$ cat src/bp_cfg.svh
// Register offsets, field positions, reset values and timing counts of the breakpoint block.
`ifndef BP_CFG_SVH
`define BP_CFG_SVH

// ----------------------------------------------------------------------------
// Register byte addresses
// ----------------------------------------------------------------------------
`define BP_OFF_CONTROL 12'h000
`define BP_OFF_ADDR_HIGH 12'h004
`define BP_OFF_ADDR_LOW 12'h008
`define BP_OFF_CLOCK_SEL 12'h00C
`define BP_OFF_INT_STATUS 12'h010
`define BP_OFF_INT_MASK 12'h014

// ----------------------------------------------------------------------------
// Control register fields
// ----------------------------------------------------------------------------
`define BP_CTL_HIT_BIT 1
`define BP_CTL_PULSE_BIT 2
`define BP_CTL_ENABLE_BIT 3

// ----------------------------------------------------------------------------
// Reset values and timing
// ----------------------------------------------------------------------------
`define BP_CLOCK_SEL_RESET 2'h0
`define BP_PULSE_CORE_CLOCKS 8
`define BP_PCLK_MHZ 200
`define BP_CORE_MHZ_12 12
`define BP_CORE_MHZ_24 24
`define BP_CORE_MHZ_48 48

`endif

$ cat src/bp_pkg.sv
// Types shared by the breakpoint block.
`default_nettype none
package bp_pkg;

    // Core clock rate selection.
    typedef enum logic [1:0] {
        CORE_12MHZ = 2'h0,
        CORE_24MHZ = 2'h1,
        CORE_48MHZ = 2'h2
    } core_rate_e;

    // Software controls of the comparator.
    typedef struct packed {
        logic match_enable;
        logic pulse_select;
        logic [15:0] address;
    } bp_setup_s;

endpackage
`default_nettype wire

$ cat src/core_clock_tick.sv
// Divider that makes the core clock enable pulse at 12, 24 or 48 MHz from pclk.
`timescale 1ns/1ps
`default_nettype none
`include "bp_cfg.svh"

module core_clock_tick (
    // Clock and reset.
    input wire logic pclk,
    input wire logic presetn,
    // Rate selection.
    input wire logic [1:0] rate,
    // One-cycle enable per core clock.
    output logic tick
);

    // Fractional accumulator: add core rate, wrap at pclk rate, so the mean rate is exact.
    logic [7:0] acc_q;
    logic [7:0] acc_d;
    logic [7:0] step;
    logic [8:0] sum;
    logic wrap;

    // Step selection; an illegal code falls back to the reset rate.
    assign step = (rate == 2'h1) ? 8'(`BP_CORE_MHZ_24) :
                  (rate == 2'h2) ? 8'(`BP_CORE_MHZ_48) : 8'(`BP_CORE_MHZ_12);
    assign sum = {1'b0, acc_q} + {1'b0, step};
    assign wrap = sum >= 9'(`BP_PCLK_MHZ);
    assign acc_d = wrap ? 8'(sum - 9'(`BP_PCLK_MHZ)) : sum[7:0];
    assign tick = wrap;

    // Accumulator register.
    always_ff @(posedge pclk or negedge presetn) begin
        if (!presetn) begin
            acc_q <= 8'h00;
        end else begin
            acc_q <= acc_d;
        end
    end

endmodule // core_clock_tick
`default_nettype wire

$ cat src/bp_unit.sv
// Address breakpoint comparator with pin driver and APB register file.
`timescale 1ns/1ps
`default_nettype none
`include "bp_cfg.svh"

module bp_unit (
    // Clock and reset.
    input wire logic pclk,
    input wire logic presetn,
    // APB slave.
    input wire logic psel,
    input wire logic penable,
    input wire logic pwrite,
    input wire logic [11:0] paddr,
    input wire logic [31:0] pwdata,
    output logic [31:0] prdata,
    output logic pready,
    output logic pslverr,
    // Core address bus, same clock domain.
    input wire logic [15:0] core_address,
    input wire logic core_address_valid,
    // Pin and interrupt.
    output logic breakpoint_out,
    output logic irq
);

    // ------------------------------------------------------------------------
    // Registers
    // ------------------------------------------------------------------------
    logic [7:0] bp_address_high_q;
    logic [7:0] bp_address_low_q;
    logic bp_match_enable_q;
    logic bp_pulse_select_q;
    logic hit_q;
    logic [1:0] clock_sel_q;
    logic int_status_q;
    logic int_mask_q;
    logic breakpoint_out_q;
    logic [3:0] pulse_count_q;
    logic match_d_q;
    logic [31:0] prdata_q;
    logic pslverr_q;
    logic irq_q;

    bp_pkg::bp_setup_s setup;
    logic tick;
    logic access;
    logic wr;
    logic known;
    logic match;
    logic match_rise;
    logic clear_hit;
    logic clear_int;
    logic [31:0] rd_value;

    // ------------------------------------------------------------------------
    // Bus decode
    // ------------------------------------------------------------------------
    function automatic logic is_addr(input logic [11:0] a, input logic [11:0] off);
        is_addr = (a == off);
    endfunction

    // Zero-wait slave: every access completes in its first access cycle.
    assign access = psel && penable;
    assign wr = access && pwrite;
    assign known = is_addr(paddr, `BP_OFF_CONTROL) || is_addr(paddr, `BP_OFF_ADDR_HIGH) ||
                   is_addr(paddr, `BP_OFF_ADDR_LOW) || is_addr(paddr, `BP_OFF_CLOCK_SEL) ||
                   is_addr(paddr, `BP_OFF_INT_STATUS) || is_addr(paddr, `BP_OFF_INT_MASK);
    assign pready = 1'b1;

    // ------------------------------------------------------------------------
    // Comparator
    // ------------------------------------------------------------------------
    assign setup.match_enable = bp_match_enable_q;
    assign setup.pulse_select = bp_pulse_select_q;
    assign setup.address = {bp_address_high_q, bp_address_low_q};
    assign match = setup.match_enable && core_address_valid && (core_address == setup.address);
    // A held address counts once, so a long stall does not restart the pulse endlessly.
    assign match_rise = match && !match_d_q;
    assign clear_hit = wr && is_addr(paddr, `BP_OFF_CONTROL) && pwdata[`BP_CTL_HIT_BIT];
    assign clear_int = wr && is_addr(paddr, `BP_OFF_INT_STATUS) && pwdata[0];

    core_clock_tick u_tick (
        .pclk(pclk),
        .presetn(presetn),
        .rate(clock_sel_q),
        .tick(tick)
    );

    // Read mux.
    assign rd_value =
        is_addr(paddr, `BP_OFF_CONTROL) ? 32'({bp_match_enable_q, bp_pulse_select_q, hit_q, 1'b0}) :
        is_addr(paddr, `BP_OFF_ADDR_HIGH) ? {24'h000000, bp_address_high_q} :
        is_addr(paddr, `BP_OFF_ADDR_LOW) ? {24'h000000, bp_address_low_q} :
        is_addr(paddr, `BP_OFF_CLOCK_SEL) ? {30'h00000000, clock_sel_q} :
        is_addr(paddr, `BP_OFF_INT_STATUS) ? {31'h00000000, int_status_q} :
        is_addr(paddr, `BP_OFF_INT_MASK) ? {31'h00000000, int_mask_q} : 32'h00000000;

    // ------------------------------------------------------------------------
    // Software-written registers
    // ------------------------------------------------------------------------
    always_ff @(posedge pclk or negedge presetn) begin
        if (!presetn) begin
            bp_address_high_q <= 8'h00;
            bp_address_low_q <= 8'h00;
            bp_match_enable_q <= 1'b0;
            bp_pulse_select_q <= 1'b0;
            int_mask_q <= 1'b0;
            clock_sel_q <= `BP_CLOCK_SEL_RESET;
        end else if (wr) begin
            if (is_addr(paddr, `BP_OFF_ADDR_HIGH)) begin
                bp_address_high_q <= pwdata[7:0];
            end
            if (is_addr(paddr, `BP_OFF_ADDR_LOW)) begin
                bp_address_low_q <= pwdata[7:0];
            end
            if (is_addr(paddr, `BP_OFF_CONTROL)) begin
                bp_match_enable_q <= pwdata[`BP_CTL_ENABLE_BIT];
                bp_pulse_select_q <= pwdata[`BP_CTL_PULSE_BIT];
            end
            // Rate select; the unused code 3 is refused and the rate kept.
            if (is_addr(paddr, `BP_OFF_CLOCK_SEL) && pwdata[1:0] != 2'h3) begin
                clock_sel_q <= pwdata[1:0];
            end
            if (is_addr(paddr, `BP_OFF_INT_MASK)) begin
                int_mask_q <= pwdata[0];
            end
        end
    end

    // ------------------------------------------------------------------------
    // Hit flag and interrupt status: a new hit wins over a clear.
    // ------------------------------------------------------------------------
    always_ff @(posedge pclk or negedge presetn) begin
        if (!presetn) begin
            match_d_q <= 1'b0;
            hit_q <= 1'b0;
            int_status_q <= 1'b0;
            irq_q <= 1'b0;
        end else begin
            match_d_q <= match;
            hit_q <= match_rise || (hit_q && !clear_hit);
            int_status_q <= match_rise || (int_status_q && !clear_int);
            irq_q <= int_mask_q && (match_rise || (int_status_q && !clear_int));
        end
    end

    // ------------------------------------------------------------------------
    // Pin driver
    // ------------------------------------------------------------------------
    always_ff @(posedge pclk or negedge presetn) begin
        if (!presetn) begin
            breakpoint_out_q <= 1'b0;
            pulse_count_q <= 4'h0;
        end else if (match_rise) begin
            breakpoint_out_q <= 1'b1;
            pulse_count_q <= 4'(`BP_PULSE_CORE_CLOCKS);
        end else if (bp_pulse_select_q) begin
            if (tick && pulse_count_q != 4'h0) begin
                pulse_count_q <= pulse_count_q - 4'h1;
                breakpoint_out_q <= (pulse_count_q != 4'h1);
            end else if (pulse_count_q == 4'h0) begin
                breakpoint_out_q <= 1'b0;
            end
        end else begin
            breakpoint_out_q <= hit_q && !clear_hit;
            pulse_count_q <= 4'h0;
        end
    end

    // ------------------------------------------------------------------------
    // Bus answer
    // ------------------------------------------------------------------------
    always_ff @(posedge pclk or negedge presetn) begin
        if (!presetn) begin
            prdata_q <= 32'h00000000;
            pslverr_q <= 1'b0;
        end else begin
            prdata_q <= (psel && !penable && !pwrite && known) ? rd_value : 32'h00000000;
            pslverr_q <= psel && !penable && !known;
        end
    end

    // Both flops are loaded only in a setup cycle and cleared at every other edge,
    // so they stand exactly in the access cycle and can leave the block directly.
    assign prdata = prdata_q;
    assign pslverr = pslverr_q;
    assign breakpoint_out = breakpoint_out_q;
    assign irq = irq_q;

endmodule // bp_unit
`default_nettype wire

$ cat config.mk
export PLATFORM = sky130hd
export DESIGN_NAME = bp_unit
export DESIGN_NICKNAME = d
export VERILOG_FILES = /design/src/bp_pkg.sv /design/src/core_clock_tick.sv /design/src/bp_unit.sv
export VERILOG_INCLUDE_DIRS = /design/src
export SDC_FILE = /design/constraint.sdc
export NUM_CORES = 1
export LEC_CHECK = 0
export ABC_AREA = 0
export BUFFER_PORTS_ARGS = -buffer_cell sky130_fd_sc_hd__buf_2
export CORE_UTILIZATION = 45
export CTS_CLUSTER_SIZE = 16
export DETAILED_ROUTE_END_ITERATION = 10
export MAX_ROUTING_LAYER = met4
export PLACE_DENSITY = 0.74
export SLEW_MARGIN = 10
export SYNTH_ARGS = -nofsm -noshare
export SYNTH_HDL_FRONTEND = slang
export SYNTH_HIERARCHICAL = 1
export SYNTH_SLANG_ARGS = --single-unit
$ cat constraint.sdc
create_clock -name pclk -period 5 [get_ports pclk]
set_input_delay 0.5 -clock pclk [delete_from_list [all_inputs] [get_ports pclk]]
set_output_delay 0.5 -clock pclk [all_outputs]
set_load 0.03 [all_outputs]
Word-level counts from Yosys, hierarchy flattened
Cells that the tools add are included.
{"block": "totals", "latchBits": 0, "ff_bits": 47, "romBits": 0, "ramBits": 0, "elab_cells": 87, "n_memories": 0, "inputBits": 66}
{"block": "op_classes", "mul": 0, "n_reduce_logical": 39, "bitwise_logic": 0, "addsub": 3, "shifts": 0, "magnitude_cmp": 1, "mux": 17, "n_eq_ne": 12, "n_div": 0}
{"operator": "two-way mux 8 bit", "count": 6}
{"operator": "equality test 12 x 4 -> 1 bit (second input constant)", "count": 2}
{"operator": "equality test 12 x 5 -> 1 bit (second input constant)", "count": 2}
{"operator": "logical AND 1 bit", "count": 18}
{"operator": "equality test 16 bit", "count": 1}
{"operator": "equality test 12 x 3 -> 1 bit (second input constant)", "count": 1}
{"operator": "logical NOT 12 bit", "count": 1}
{"operator": "two-way mux 4 bit", "count": 3}
{"operator": "AND reduction 2 bit", "count": 5}
{"operator": "adder 8 x 8 -> 9 bit", "count": 1}
{"operator": ">= comparator 9 x 8 -> 1 bit (second input constant)", "count": 1}
{"operator": "!= test 4 x 1 -> 1 bit (second input constant)", "count": 2}
{"operator": "subtractor 8 bit (second input constant)", "count": 1}
{"operator": "logical OR 1 bit", "count": 7}
{"operator": "logical NOT 1 bit", "count": 6}
{"operator": "two-way mux 1 bit", "count": 6}
{"operator": "two-way mux 6 bit", "count": 1}
{"operator": "logical NOT 4 bit", "count": 1}
{"operator": "nonzero test 4 bit", "count": 1}
{"operator": "subtractor 4 x 1 -> 4 bit (second input constant)", "count": 1}
{"operator": "!= test 3 x 1 -> 1 bit (second input constant)", "count": 1}
{"operator": "equality test 2 x 1 -> 1 bit (second input constant)", "count": 1}
{"operator": "equality test 2 bit (second input constant)", "count": 1}
{"operator": "two-way mux 2 bit", "count": 1}
{"operator": "!= test 2 bit (second input constant)", "count": 1}

Logic depth before layout (Yosys ltp)
Gate-level depths: netlist of the first run.
{"block": "logic_depth", "ltp_word": 9, "mapped_depth": 15, "ltp_nobuf": 15}

Hierarchy
The synthesis of the first run kept the hierarchy.
{"module": "bp_unit", "n_inst": 1, "cells_per_inst": 199, "area_per_inst_um2": 2148.3}
{"module": "core_clock_tick", "n_inst": 1, "cells_per_inst": 65, "area_per_inst_um2": 570.5}

Worst setup path after synthesis of the first run
Ideal clock, no wire load.
{"block": "synth_path", "path_type": "register to register", "startpoint": "reg clock_sel_q[0]", "endpoint": "reg pulse_count_q[3]", "required_ns": 4.935, "setup_ns": 0.065, "t_arrival_ns": 3.055, "n_path_buf": 0, "slack_ns": 1.880, "stages_incl_launch_ff": 16, "cell_sequence": "dfrtp_1 -> inv_1 -> ha_1 -> ha_1 -> inv_1 -> fa_1 -> nand2b_1 -> a21oi_1 -> a31oi_1 -> a31o_4 -> inv_1 -> or4b_2 -> nor3_1 -> a21o_1 -> nand2_1 -> nand2_1"}
{"block": "synth_between", "elab_chain_cells": 7}
{"item": "start: declaration", "line_no": "bp_unit.sv:35", "source": "logic [1:0] clock_sel_q;"}
{"item": "start signal: assignment", "line_no": "bp_unit.sv:109", "source": "clock_sel_q <= `BP_CLOCK_SEL_RESET;"}
{"item": "start signal: assignment", "line_no": "bp_unit.sv:123", "source": "clock_sel_q <= pwdata[1:0];"}
{"item": "equality test 2 bit", "line_no": "core_clock_tick.sv:25", "source": "(rate == 2'h2) ? 8'(`BP_CORE_MHZ_48) : 8'(`BP_CORE_MHZ_12);"}
{"item": "two-way mux 6 bit", "line_no": "core_clock_tick.sv:25"}
{"item": "two-way mux 8 bit (*)", "line_no": "core_clock_tick.sv:24", "source": "assign step = (rate == 2'h1) ? 8'(`BP_CORE_MHZ_24) :"}
{"item": "adder 8 x 8 -> 9 bit (*)", "line_no": "core_clock_tick.sv:26", "source": "assign sum = {1'b0, acc_q} + {1'b0, step};"}
{"item": ">= comparator 9 x 8 -> 1 bit (*)", "line_no": "core_clock_tick.sv:27", "source": "assign wrap = sum >= 9'(`BP_PCLK_MHZ);"}
{"item": "named net tick", "line_no": "bp_unit.sv:46", "source": "logic tick;"}
{"item": "logical AND 1 bit (*)", "line_no": "bp_unit.sv:159", "source": "if (tick && pulse_count_q != 4'h0) begin"}
{"item": "!= test 3 x 1 -> 1 bit (no line) (*)"}
{"item": "end signal: assignment", "line_no": "bp_unit.sv:157", "source": "pulse_count_q <= 4'(`BP_PULSE_CORE_CLOCKS);"}
{"item": "end signal: assignment", "line_no": "bp_unit.sv:160", "source": "pulse_count_q <= pulse_count_q - 4'h1;"}
{"item": "end: declaration", "line_no": "bp_unit.sv:39", "source": "logic [3:0] pulse_count_q;"}
Mark *: on every way through the listed nets, which the timed path passes. The rest lies on a longest branch.
A chain may end at the register's enable or synchronous reset.

Final worst setup path of the first run
Same ends and word-level chain as after synthesis.

==> results_dict.tcl, run 1 <==
set metrics [dict create \
    rrSetupSlack_ns 1.55 \
    maxCapViolCount 0 \
    viasPerCell 5.175 \
    clkSinkCount 45 \
    area_growth_pct 11.55 \
    worst_ep_arrival_time_ns 3.68 \
    place_hpwl_um 4123 \
    power_density_mw_per_mm2 322.5 \
    p_leak_nw 1.517 \
    switching_share_pct 34.89 \
    seq_power_share_pct 41.5 \
    period_share_pct 68.90 \
    setup_viol 0 \
    cts-root-buf "clkbuf_8" \
    drt_iter0_drc 145 \
    port_buffers 52 \
    grt_pass1_vias 1894 \
    path_class "flop to flop" \
    hold_violations 0 \
    ioPinCount 102 \
    synth_warnings 6 \
    wl_um 5367 \
    ctsHoldBuffers 0 \
    vias 2008 \
    cts_tree "built" \
    postSynthRegisterBits 45 \
    rows 27 \
    synth_cell_types 54 \
    synth_area_mm2 0.002719 \
    combPwrFrac_pct 34.3 \
    irDropWorstVdd_v 0.0002324 \
    grt_pass1_wl_um 8866 \
    die_area_mm2 0.006357 \
    tns_ns 0 \
    numCtsBuffers 5 \
    overflow 0 \
    clkLatencyLatePin_ns 0.30 \
    synth-main-ff-cell "dfrtp_1" \
    grt_start_max_net_pins 46 \
    path_cells "inv_1, ha_1, ha_1, inv_1, fa_1, nand2b_1, a21oi_1, a31oi_1, a31o_4, inv_1, or4b_2, nor3_1, a21o_1, nand2_1, nand2_1" \
    syn_avg_cell_area_um2 10.30 \
    r2r_end "pulse_count_q[3]" \
    antenna_found_initial 0 \
    tightestPinTransition_ns 0.9823 \
    critical-path-max-stage-delay_ns 0.61 \
    ys_async_sr_fraction_pct 100.0 \
    reg2reg_from "clock_sel_q[0]" \
    gp_congestion 0.8261 \
    p_int_uw 636.8 \
    worstRegToRegCells 15 \
    cts_resized 0 \
    slew_headroom_pct 34.51 \
    clock.fmax_mhz 290.3 \
    outcome "finished, final reports clean" \
    clk_pin_slew_worst_paths_ns 0.09 \
    start_util_pct 47.91 \
    coreArea_mm2 0.005675 \
    critPathMaxFanout 5 \
    crit_family "simple AND/OR/NAND/NOR gates" \
    rsz0062_at_grt "no" \
    nNetsFinal 392 \
    end_kind "flop" \
    p_switching_uw 341.2 \
    timing.hold.ws_ns 0.3538 \
    drtPass1Iterations 4 \
    post_cts_buffers 0 \
    period_needed_ns 3.445 \
    die_y_um 79.73 \
    track_usage_pct 18.75 \
    synth-edff-count 0 \
    hold_path.class "input pin to async pin" \
    worstPathRequired_ns 5.24 \
    final_max_slew_viol_count 0 \
    wl_per_cell_um 13.83 \
    drive_gt1_share_pct 27.53 \
    crit_slowest_cell "or4b_2" \
    final_antenna_net_count 0 \
    layout_commonest_cell "buf_2" \
    final_cell_mix "52 x buf_2, 45 x dfrtp_1, 25 x conb_1" \
    power_frac_clock_pct 24.2 \
    crit_buf_inv 3 \
    clock_path_buffers 2 \
    finClkSkew_ns 0.008376 \
    route.detailed.drc 0 \
    ys_seq_area_share_pct 41.42 \
    die_w_um 79.73 \
    netlist_instances 264 \
    cts_max_level 2 \
    cp_common_cell "inv_1" \
    start_kind "flop" \
    diodes 0 \
    nFillCells 512 \
]
==> power by group through the flow <==
stage          Combinational (mW)  Sequential, mW  Clock [mW]
6_report                    0.335           0.406       0.237
5_1_grt                     0.375           0.408       0.257
4_1_cts                     0.334           0.406       0.243
3_5_place_dp                0.333           0.412           0
3_3_place_gp                0.326           0.413           0
2_1_floorplan               0.280           0.409           0
==> how the worst max path moves through the flow <==
stage / startpoint / end / slack (ns) / depth (start not counted)
6_report: clock_sel_q[0] / pulse_count_q[3] / 1.55 / 15
2_1_floorplan: clock_sel_q[0] / pulse_count_q[3] / 1.88 / 15
5_1_grt: clock_sel_q[0] / pulse_count_q[3] / 1.27 / 15
4_1_cts: clock_sel_q[0] / pulse_count_q[3] / 1.56 / 15
3_5_place_dp: clock_sel_q[0] / pulse_count_q[3] / 1.57 / 15
3_3_place_gp: clock_sel_q[0] / pulse_count_q[3] / 1.61 / 15
==> kinds of logic after synthesis <==
group / Yosys count / share of synthesized area, %
AOI/OAI and AO/OA: 42 / 10.72
and+or+nand+nor: 77 / 15.74
adders and majority gates: 11 / 5.338
other: 2 / 0.2762
xor gates and xnor gates: 21 / 6.765
muxes: 24 / 10.17
DFF: 45 / 41.42
buffers and inverters: 42 / 9.572
==> cells in the mapped netlist (all sizes together), types with 3 or more instances <==
master | number | area, um2
ha | 10 | 125.1
or2 | 3 | 21.27
xor2 | 4 | 35.03
nand4 | 5 | 31.28
and2 | 3 | 18.77
nor4 | 4 | 40.04
xnor2 | 17 | 148.9
dfrtp | 45 | 1126
nor2 | 23 | 86.33
inv | 11 | 41.29
mux2i | 4 | 40.04
nand3 | 6 | 30.03
o21ai | 7 | 35.03
mux2 | 19 | 214.0
a21oi | 8 | 40.04
a31oi | 3 | 18.77
clkbuf | 3 | 11.26
buf | 28 | 207.7
and3 | 3 | 18.77
a22oi | 4 | 30.03
nand2 | 12 | 45.04
nor3 | 5 | 25.02
==> per-stage QoR <==
step	std cells	cell area, um2	setup slack [ns]	utilization, %	power, mW
finish	388	3033	1.555	53.44	0.9780
CTS	388	3033	1.561	53.44	0.9828
detailed placement	380	2937	1.574	51.74	0.7449
global placement	380	2937	1.608	51.74	0.7386
floorplan	287	2805	1.880	-	0.6881
global route	388	3033	1.268	53.44	1.041
==> worst register-to-register path, stage by stage (launching register included) <==
cell and delay, ns:
dfrtp_1 0.38, inv_1 0.06, ha_1 0.29, ha_1 0.19
inv_1 0.07, fa_1 0.39, nand2b_1 0.20, a21oi_1 0.27
a31oi_1 0.14, a31o_4 0.28, inv_1 0.13, or4b_2 0.61
nor3_1 0.15, a21o_1 0.11, nand2_1 0.05, nand2_1 0.07
==> sequential cells by signal, summed over array words and instances, names as in the netlist <==
signal / cells
bp_address_high_q: 8
bp_address_low_q: 8
bp_match_enable_q: 1
bp_pulse_select_q: 1
breakpoint_out: 1
clock_sel_q: 2
hit_q: 1
int_mask_q: 1
int_status_q: 1
irq: 1
match_d_q: 1
prdata: 8
pslverr: 1
pulse_count_q: 4
u_tick/acc_q: 6
==> per-layer routing <==
metal	wire length, um	up-vias	share of wire [%]	global-route usage, %
li1	-	982	-	-
met1	2465	948	46	25.53
met2	2536	66	47	28.46
met3	281	12	5.2	3.543
met4	83	0	1.5	5.714
met5	0	-	0	-
==> layout make-up <==
| cell class | instances | area (um2) | area share, % |
|---|---|---|---|
| Clock buffer | 6 | 82.58 | 2.723 |
| Multi-Input combinational cell | 200 | 1419 | 46.78 |
| Clock inverter | 2 | 13.76 | 0.4538 |
| Timing Repair Buffer | 52 | 260.3 | 8.581 |
| Inverter | 11 | 41.29 | 1.361 |
| Tap cell | 72 | 90.09 | 2.970 |
| Sequential cell | 45 | 1126 | 37.13 |
Note: power is estimated with default switching activity, not from simulation.
==> run 2, diff against run 1 <==
Settings changed: ABC_AREA 0 to 1.
Clock period 5 ns to 2.9 ns, I/O delays scaled along.
==> run 2 against run 1 <==
Clock skew is 0.00061 ns lower; fmax is 31% higher; via count is 49% higher; first-iteration DRC count is 8.3% lower; sequential power is 71% higher; critical path type unchanged; largest cell class unchanged; highest routed layer unchanged.
==> results_dict.tcl, run 2 <==
set metrics [dict create \
    outcome "finished, final reports clean" \
    track_usage_pct 19.98 \
    synth_area_leaders "dfrtp_1 33%, nand2_1 16%, inv_1 8.7%" \
    wl_um 7027 \
    r2r_end "breakpoint_out" \
    critPathLaunch "clock_sel_q[0]" \
    place_hpwl_um 5785 \
    synth_cell_types 41 \
    cts-root-buf "clkbuf_8" \
    final_cell_mix "139 x nand2_1, 78 x inv_1, 52 x buf_2" \
    rrSetupSlack_ns 0.28 \
    grt_pass1_vias 2604 \
    hold_violations 0 \
    start_util_pct 46.63 \
    start_kind "flop" \
    grt_start_max_net_pins 46 \
    worst_ep_arrival_time_ns 2.87 \
    ioPinCount 102 \
    hold_path.class "input pin to async pin" \
    rows 31 \
    drtPass1Iterations 4 \
    synth-edff-count 0 \
    rsz0062_at_grt "no" \
    postSynthRegisterBits 45 \
    irDropWorstVdd_v 0.0002469 \
    clock.fmax_mhz 381.0 \
    period_share_pct 90.51 \
    area_growth_pct 11.28 \
    coreArea_mm2 0.007253 \
    antenna_found_initial 0 \
    p_int_mw 1.099 \
    worstPathRequired_ns 3.15 \
    drt_iter0_drc 133 \
    synth_area_mm2 0.003382 \
    ctsHoldBuffers 0 \
    viasPerCell 4.698 \
    clkLatencyLatePin_ns 0.30 \
    slew_headroom_pct 34.76 \
    netlist_instances 478 \
    period_needed_ns 2.625 \
    port_buffers 52 \
    wl_per_cell_um 11.07 \
    finClkSkew_ns 0.007766 \
    vias 2983 \
    synth_warnings 6 \
    tightestPinTransition_ns 0.9785 \
    maxCapViolCount 0 \
    nFillCells 732 \
    synth-main-ff-cell "dfrtp_1" \
    critPathMaxFanout 6 \
    die_y_um 88.69 \
    seq_power_share_pct 39.0 \
    final_util_pct 51.89 \
    critical-path-max-stage-delay_ns 0.36 \
    final_max_slew_viol_count 0 \
    gp_congestion 0.9122 \
    p_switching_uw 682.2 \
    drive_gt1_share_pct 21.08 \
    syn_avg_cell_area_um2 7.075 \
    yosysTopAreaCell "dfrtp_1" \
    die_w_um 88.69 \
    cts_tree "built" \
    ys_seq_area_share_pct 33.30 \
    grt_pass1_wl_um 11710 \
    clk_pin_slew_worst_paths_ns 0.09 \
    cts_max_level 2 \
    numCtsBuffers 5 \
    combPwrFrac_pct 39.5 \
    worstRegToRegCells 16 \
    synth_top_area_share_pct 33.30 \
    synthTopCellsByCount "140 x nand2_1, 78 x inv_1, 45 x dfrtp_1, 45 x nor2_1, 27 x nand3_1" \
    path_cells "inv_1, ha_1, ha_2, inv_1, fa_2, inv_1, nand3_1, nand2_1, nand2_1, and2_2, nand3_4, nand3_4, buf_4, a31oi_1, nand4_1, nand2_1" \
    power_frac_clock_pct 21.5 \
    switching_share_pct 38.30 \
    path_class "flop to flop" \
    crit_slowest_cell "dfrtp_1" \
    diodes 0 \
    end_kind "flop" \
    critPathCapture "breakpoint_out" \
    yosysMostFrequentCell "nand2_1" \
    overflow 0 \
    layout_commonest_cell "nand2_1" \
    reg2reg_from "clock_sel_q[0]" \
    route.detailed.drc 0 \
    die_area_mm2 0.007866 \
    clock_path_buffers 2 \
    power_density_mw_per_mm2 473.2 \
    ys_async_sr_fraction_pct 100.0 \
    nNetsFinal 612 \
    p_leak_nw 2.135 \
    setup_viol 0 \
    clkSinkCount 45 \
    final_antenna_net_count 0 \
    tns_ns 0 \
]
-- run 2: cell count changes after synthesis, sizes merged, moves of 3 or more --
| cell | previous run | this run |
|---|---|---|
| nand2 | 12 | 149 |
| o21ai | 7 | 28 |
| a22oi | 4 | 0 |
| xnor2 | 17 | 2 |
| mux2 | 19 | 0 |
| mux2i | 4 | 0 |
| nor2 | 23 | 50 |
| nor4 | 4 | 0 |
| nand3 | 6 | 35 |
| and3 | 3 | 0 |
| nand4 | 5 | 16 |
| inv | 11 | 86 |
-- run 2: worst min path at each step --
stage / start / end / cells after the start
floorplan: presetn / bp_address_high_q[0] / 0
global placement: penable / pslverr / 2
detailed placement: penable / pslverr / 2
CTS: penable / pslverr / 2
global route: penable / pslverr / 2
finish: presetn / bp_address_high_q[7] / 1
-- run 2: timing repair --
| action | 4_1_cts | 5_1_grt |
|---|---|---|
| setup buffers | 0 | 2 |
| gates resized for setup | 0 | 4 |
| setup endpoints to repair | 0 | 4 |
-- run 2: routing by layer --
layer	up-vias	GRT usage, %	wire (um)
met2	81	31.75	3341
met4	0	5.865	136
met1	1343	26.42	3235
met5	-	-	0
li1	1547	-	-
met3	12	2.985	313
-- run 2: cell families (layout without fill, tap and decap cells) --
group                    count (synthesis)  in the layout  synth area share [%]
XOR/XNOR                                 5              5                 1.517
flip-flops                              45             45                 33.30
adder cells (fa/ha/maj)                 11             11                 4.292
AND/OR/NAND/NOR                        260            260                 36.96
buffers and inverters                  115            150                 15.98
AO/OA/AOI/OAI                           40             40                 7.733
other                                    2             25                0.2221
-- run 2: through the flow --
step                setup slack (ns)  power [mW]  cell area (um2)  hold WS (ns)  std cells
floorplan                     0.2879       1.262             3468     -0.005591        501
detailed placement           0.08954       1.405             3650        0.4901        625
finish                        0.2753       1.781             3764        0.1392        635
global route                 0.02129       1.908             3764        0.1692        635
global placement              0.1519       1.381             3650        0.4806        625
CTS                          0.06268       1.791             3736        0.1612        633
-- run 2: cell type report --
type,count,area (um2),share of cell area (%)
timing repair buffer,56,290.3,7.713
clock buffer,5,68.82,1.828
sequential,45,1126,29.92
tap,99,123.9,3.291
multi-input combinational,341,1814,48.20
clock inverter,3,17.52,0.4654
inverter,86,322.8,8.577
-- run 2: worst max-delay path: cells and delay by family (launching register included) --
family                     cells  cell delay, ns
DFF                            1            0.36
adders and majority gates      3            0.86
and+or+nand+nor                8            0.85
AOI/OAI and AO/OA              1            0.17
buffers and inverters          4            0.33
-- run 2: power groups by stage --
| stage | clock network (mW) | registers, mW | logic, mW |
|---|---|---|---|
| floorplan | 0 | 0.698 | 0.563 |
| finish | 0.383 | 0.694 | 0.704 |
| detailed placement | 0 | 0.706 | 0.699 |
| CTS | 0.397 | 0.694 | 0.701 |
| global route | 0.419 | 0.697 | 0.791 |
| global placement | 0 | 0.706 | 0.675 |
==> run 3, diff against run 2 <==
Settings changed: ABC_AREA 1 to default, PLACE_DENSITY 0.74 to 0.77.
==> run 3 against run 2 <==
Non-clock buffer count grew 14; count of clock-buffer cells in the layout grew 1; clock power shrank 4%; sequential power grew 3.0%; combinational power grew 20%; routed wire length shrank 18%; first-iteration DRC count shrank 18%; critical path depth shrank 2; fmax shrank 9.0%; final area shrank 13%; critical path type unchanged; largest cell class unchanged; largest power group unchanged; highest routed layer unchanged.
==> results_dict.tcl, run 3 (synthesis results as in run 1) <==
set metrics [dict create \
    outcome "finished, final reports clean" \
    clk_pin_slew_worst_paths_ns 0.08 \
    tightestPinTransition_ns 0.9755 \
    maxCapViolCount 0 \
    place_hpwl_um 4201 \
    drt_iter0_drc 109 \
    power_density_mw_per_mm2 585.8 \
    rsz0062_at_grt "yes" \
    vias 2120 \
    clkSinkCount 45 \
    die_area_mm2 0.006357 \
    period_share_pct 99.49 \
    crit_family "simple AND/OR/NAND/NOR gates" \
    path_cells "inv_2, ha_4, ha_4, inv_2, fa_2, nor2_2, and2_4, a31oi_4, a31o_4, inv_2, or4b_4, a21o_1, nand2_1, nand2_1" \
    cts-root-buf "clkbuf_8" \
    final_cell_mix "52 x buf_2, 45 x dfrtp_1, 25 x conb_1" \
    stdcell_count 406 \
    coreArea_mm2 0.005675 \
    worst_ep_arrival_time_ns 3.05 \
    numCtsBuffers 5 \
    final_antenna_net_count 0 \
    irDropWorstVdd_v 0.0005506 \
    period_needed_ns 2.885 \
    grt_start_max_net_pins 46 \
    finClkSkew_ns 0.01049 \
    cts_tree "built" \
    multi_input_area_mm2 0.001550 \
    cts_max_level 2 \
    nFillCells 497 \
    track_usage_pct 19.49 \
    clock_path_buffers 2 \
    critPathMaxFanout 4 \
    wl_per_cell_um 14.11 \
    route.detailed.drc 0 \
    hold_violations 0 \
    regArea_mm2 0.001126 \
    drtPass1Iterations 4 \
    start_util_pct 47.91 \
    setup_viol 0 \
    crit_buf_inv 3 \
    die_y_um 79.73 \
    wl_um 5730 \
    drive_gt1_share_pct 37.72 \
    grt_pass1_vias 2057 \
    power_mw 1.928 \
    slew_headroom_pct 34.97 \
    area_growth_pct 21.08 \
    clock.fmax_mhz 346.6 \
    overflow 0 \
    hold_path.class "input pin to async pin" \
    end_kind "flop" \
    die_w_um 79.73 \
    dp_cells 391 \
    port_buffers 52 \
    start_kind "flop" \
    viasPerCell 5.222 \
    antenna_found_initial 0 \
    cp_common_cell "inv_2" \
    nNetsFinal 410 \
    ctsHoldBuffers 0 \
    gp_congestion 0.8571 \
    layout_commonest_cell "buf_2" \
    tns_ns 0 \
    p_leak_nw 1.606 \
    ioPinCount 102 \
    path_class "flop to flop" \
    worstPathRequired_ns 3.07 \
    diodes 0 \
    rows 27 \
    crit_slowest_cell "fa_2" \
    grt_pass1_wl_um 9377 \
    clkLatencyLatePin_ns 0.29 \
    critical-path-max-stage-delay_ns 0.46 \
    final_max_slew_viol_count 0 \
    timing.hold.ws_ns 0.1446 \
]
[run 3: final cells by class]
cell class	instances	share of cell area (%)
Clock buffer	6	2.204
Multi-Input combinational cell	200	47.09
Inverter	11	1.330
Tap cell	72	2.737
Sequential cell	45	34.21
Timing Repair Buffer	70	12.12
Clock inverter	2	0.3041
[run 3: where the power goes]
| part | total [mW] | switching (mW) | internal, mW |
|---|---|---|---|
| sequential | 0.715 | 0.0495 | 0.665 |
| combinational | 0.845 | 0.424 | 0.421 |
| clock | 0.368 | 0.201 | 0.167 |
| total | 1.93 | 0.674 | 1.25 |
[run 3: timing repair]
item                                    CTS  global route
gates resized for setup                   7            11
buffers inserted                          3             5
pin swaps                                 5            10
endpoints found under the setup margin    4             5
[run 3: final timing paths]
check,cells after the start,startpoint,slack (ns),to
worst max register to register,14,clock_sel_q[0],0.01,pulse_count_q[3]
min in group pclk,2,pwdata[5],0.24,bp_address_low_q[5]
worst min register to register,1,int_mask_q,0.53,int_mask_q
max in group asynchronous,1,presetn,2.14,u_tick/acc_q[2]
worst min-delay path,1,presetn,0.14,prdata[5]
worst max-delay path,14,clock_sel_q[0],0.01,pulse_count_q[3]
[run 3: metrics by stage]
stage / worst slack [ns] / util [%] / instance area [um2]
floorplan: 0.009745 / - / 2864
global placement: -0.05887 / 54.23 / 3078
detailed placement: -0.1046 / 54.23 / 3078
CTS: 0.002554 / 56.77 / 3222
global route: -0.09666 / 58.00 / 3292
finish: 0.01490 / 58.00 / 3292
[run 3: per-layer routing]
| layer | routed length (um) | vias up | track usage [%] |
|---|---|---|---|
| met5 | 0 | - | - |
| met4 | 68 | 0 | 6.250 |
| met3 | 272 | 7 | 3.314 |
| met2 | 2764 | 73 | 29.66 |
| met1 | 2624 | 1017 | 26.60 |
| li1 | - | 1023 | - |
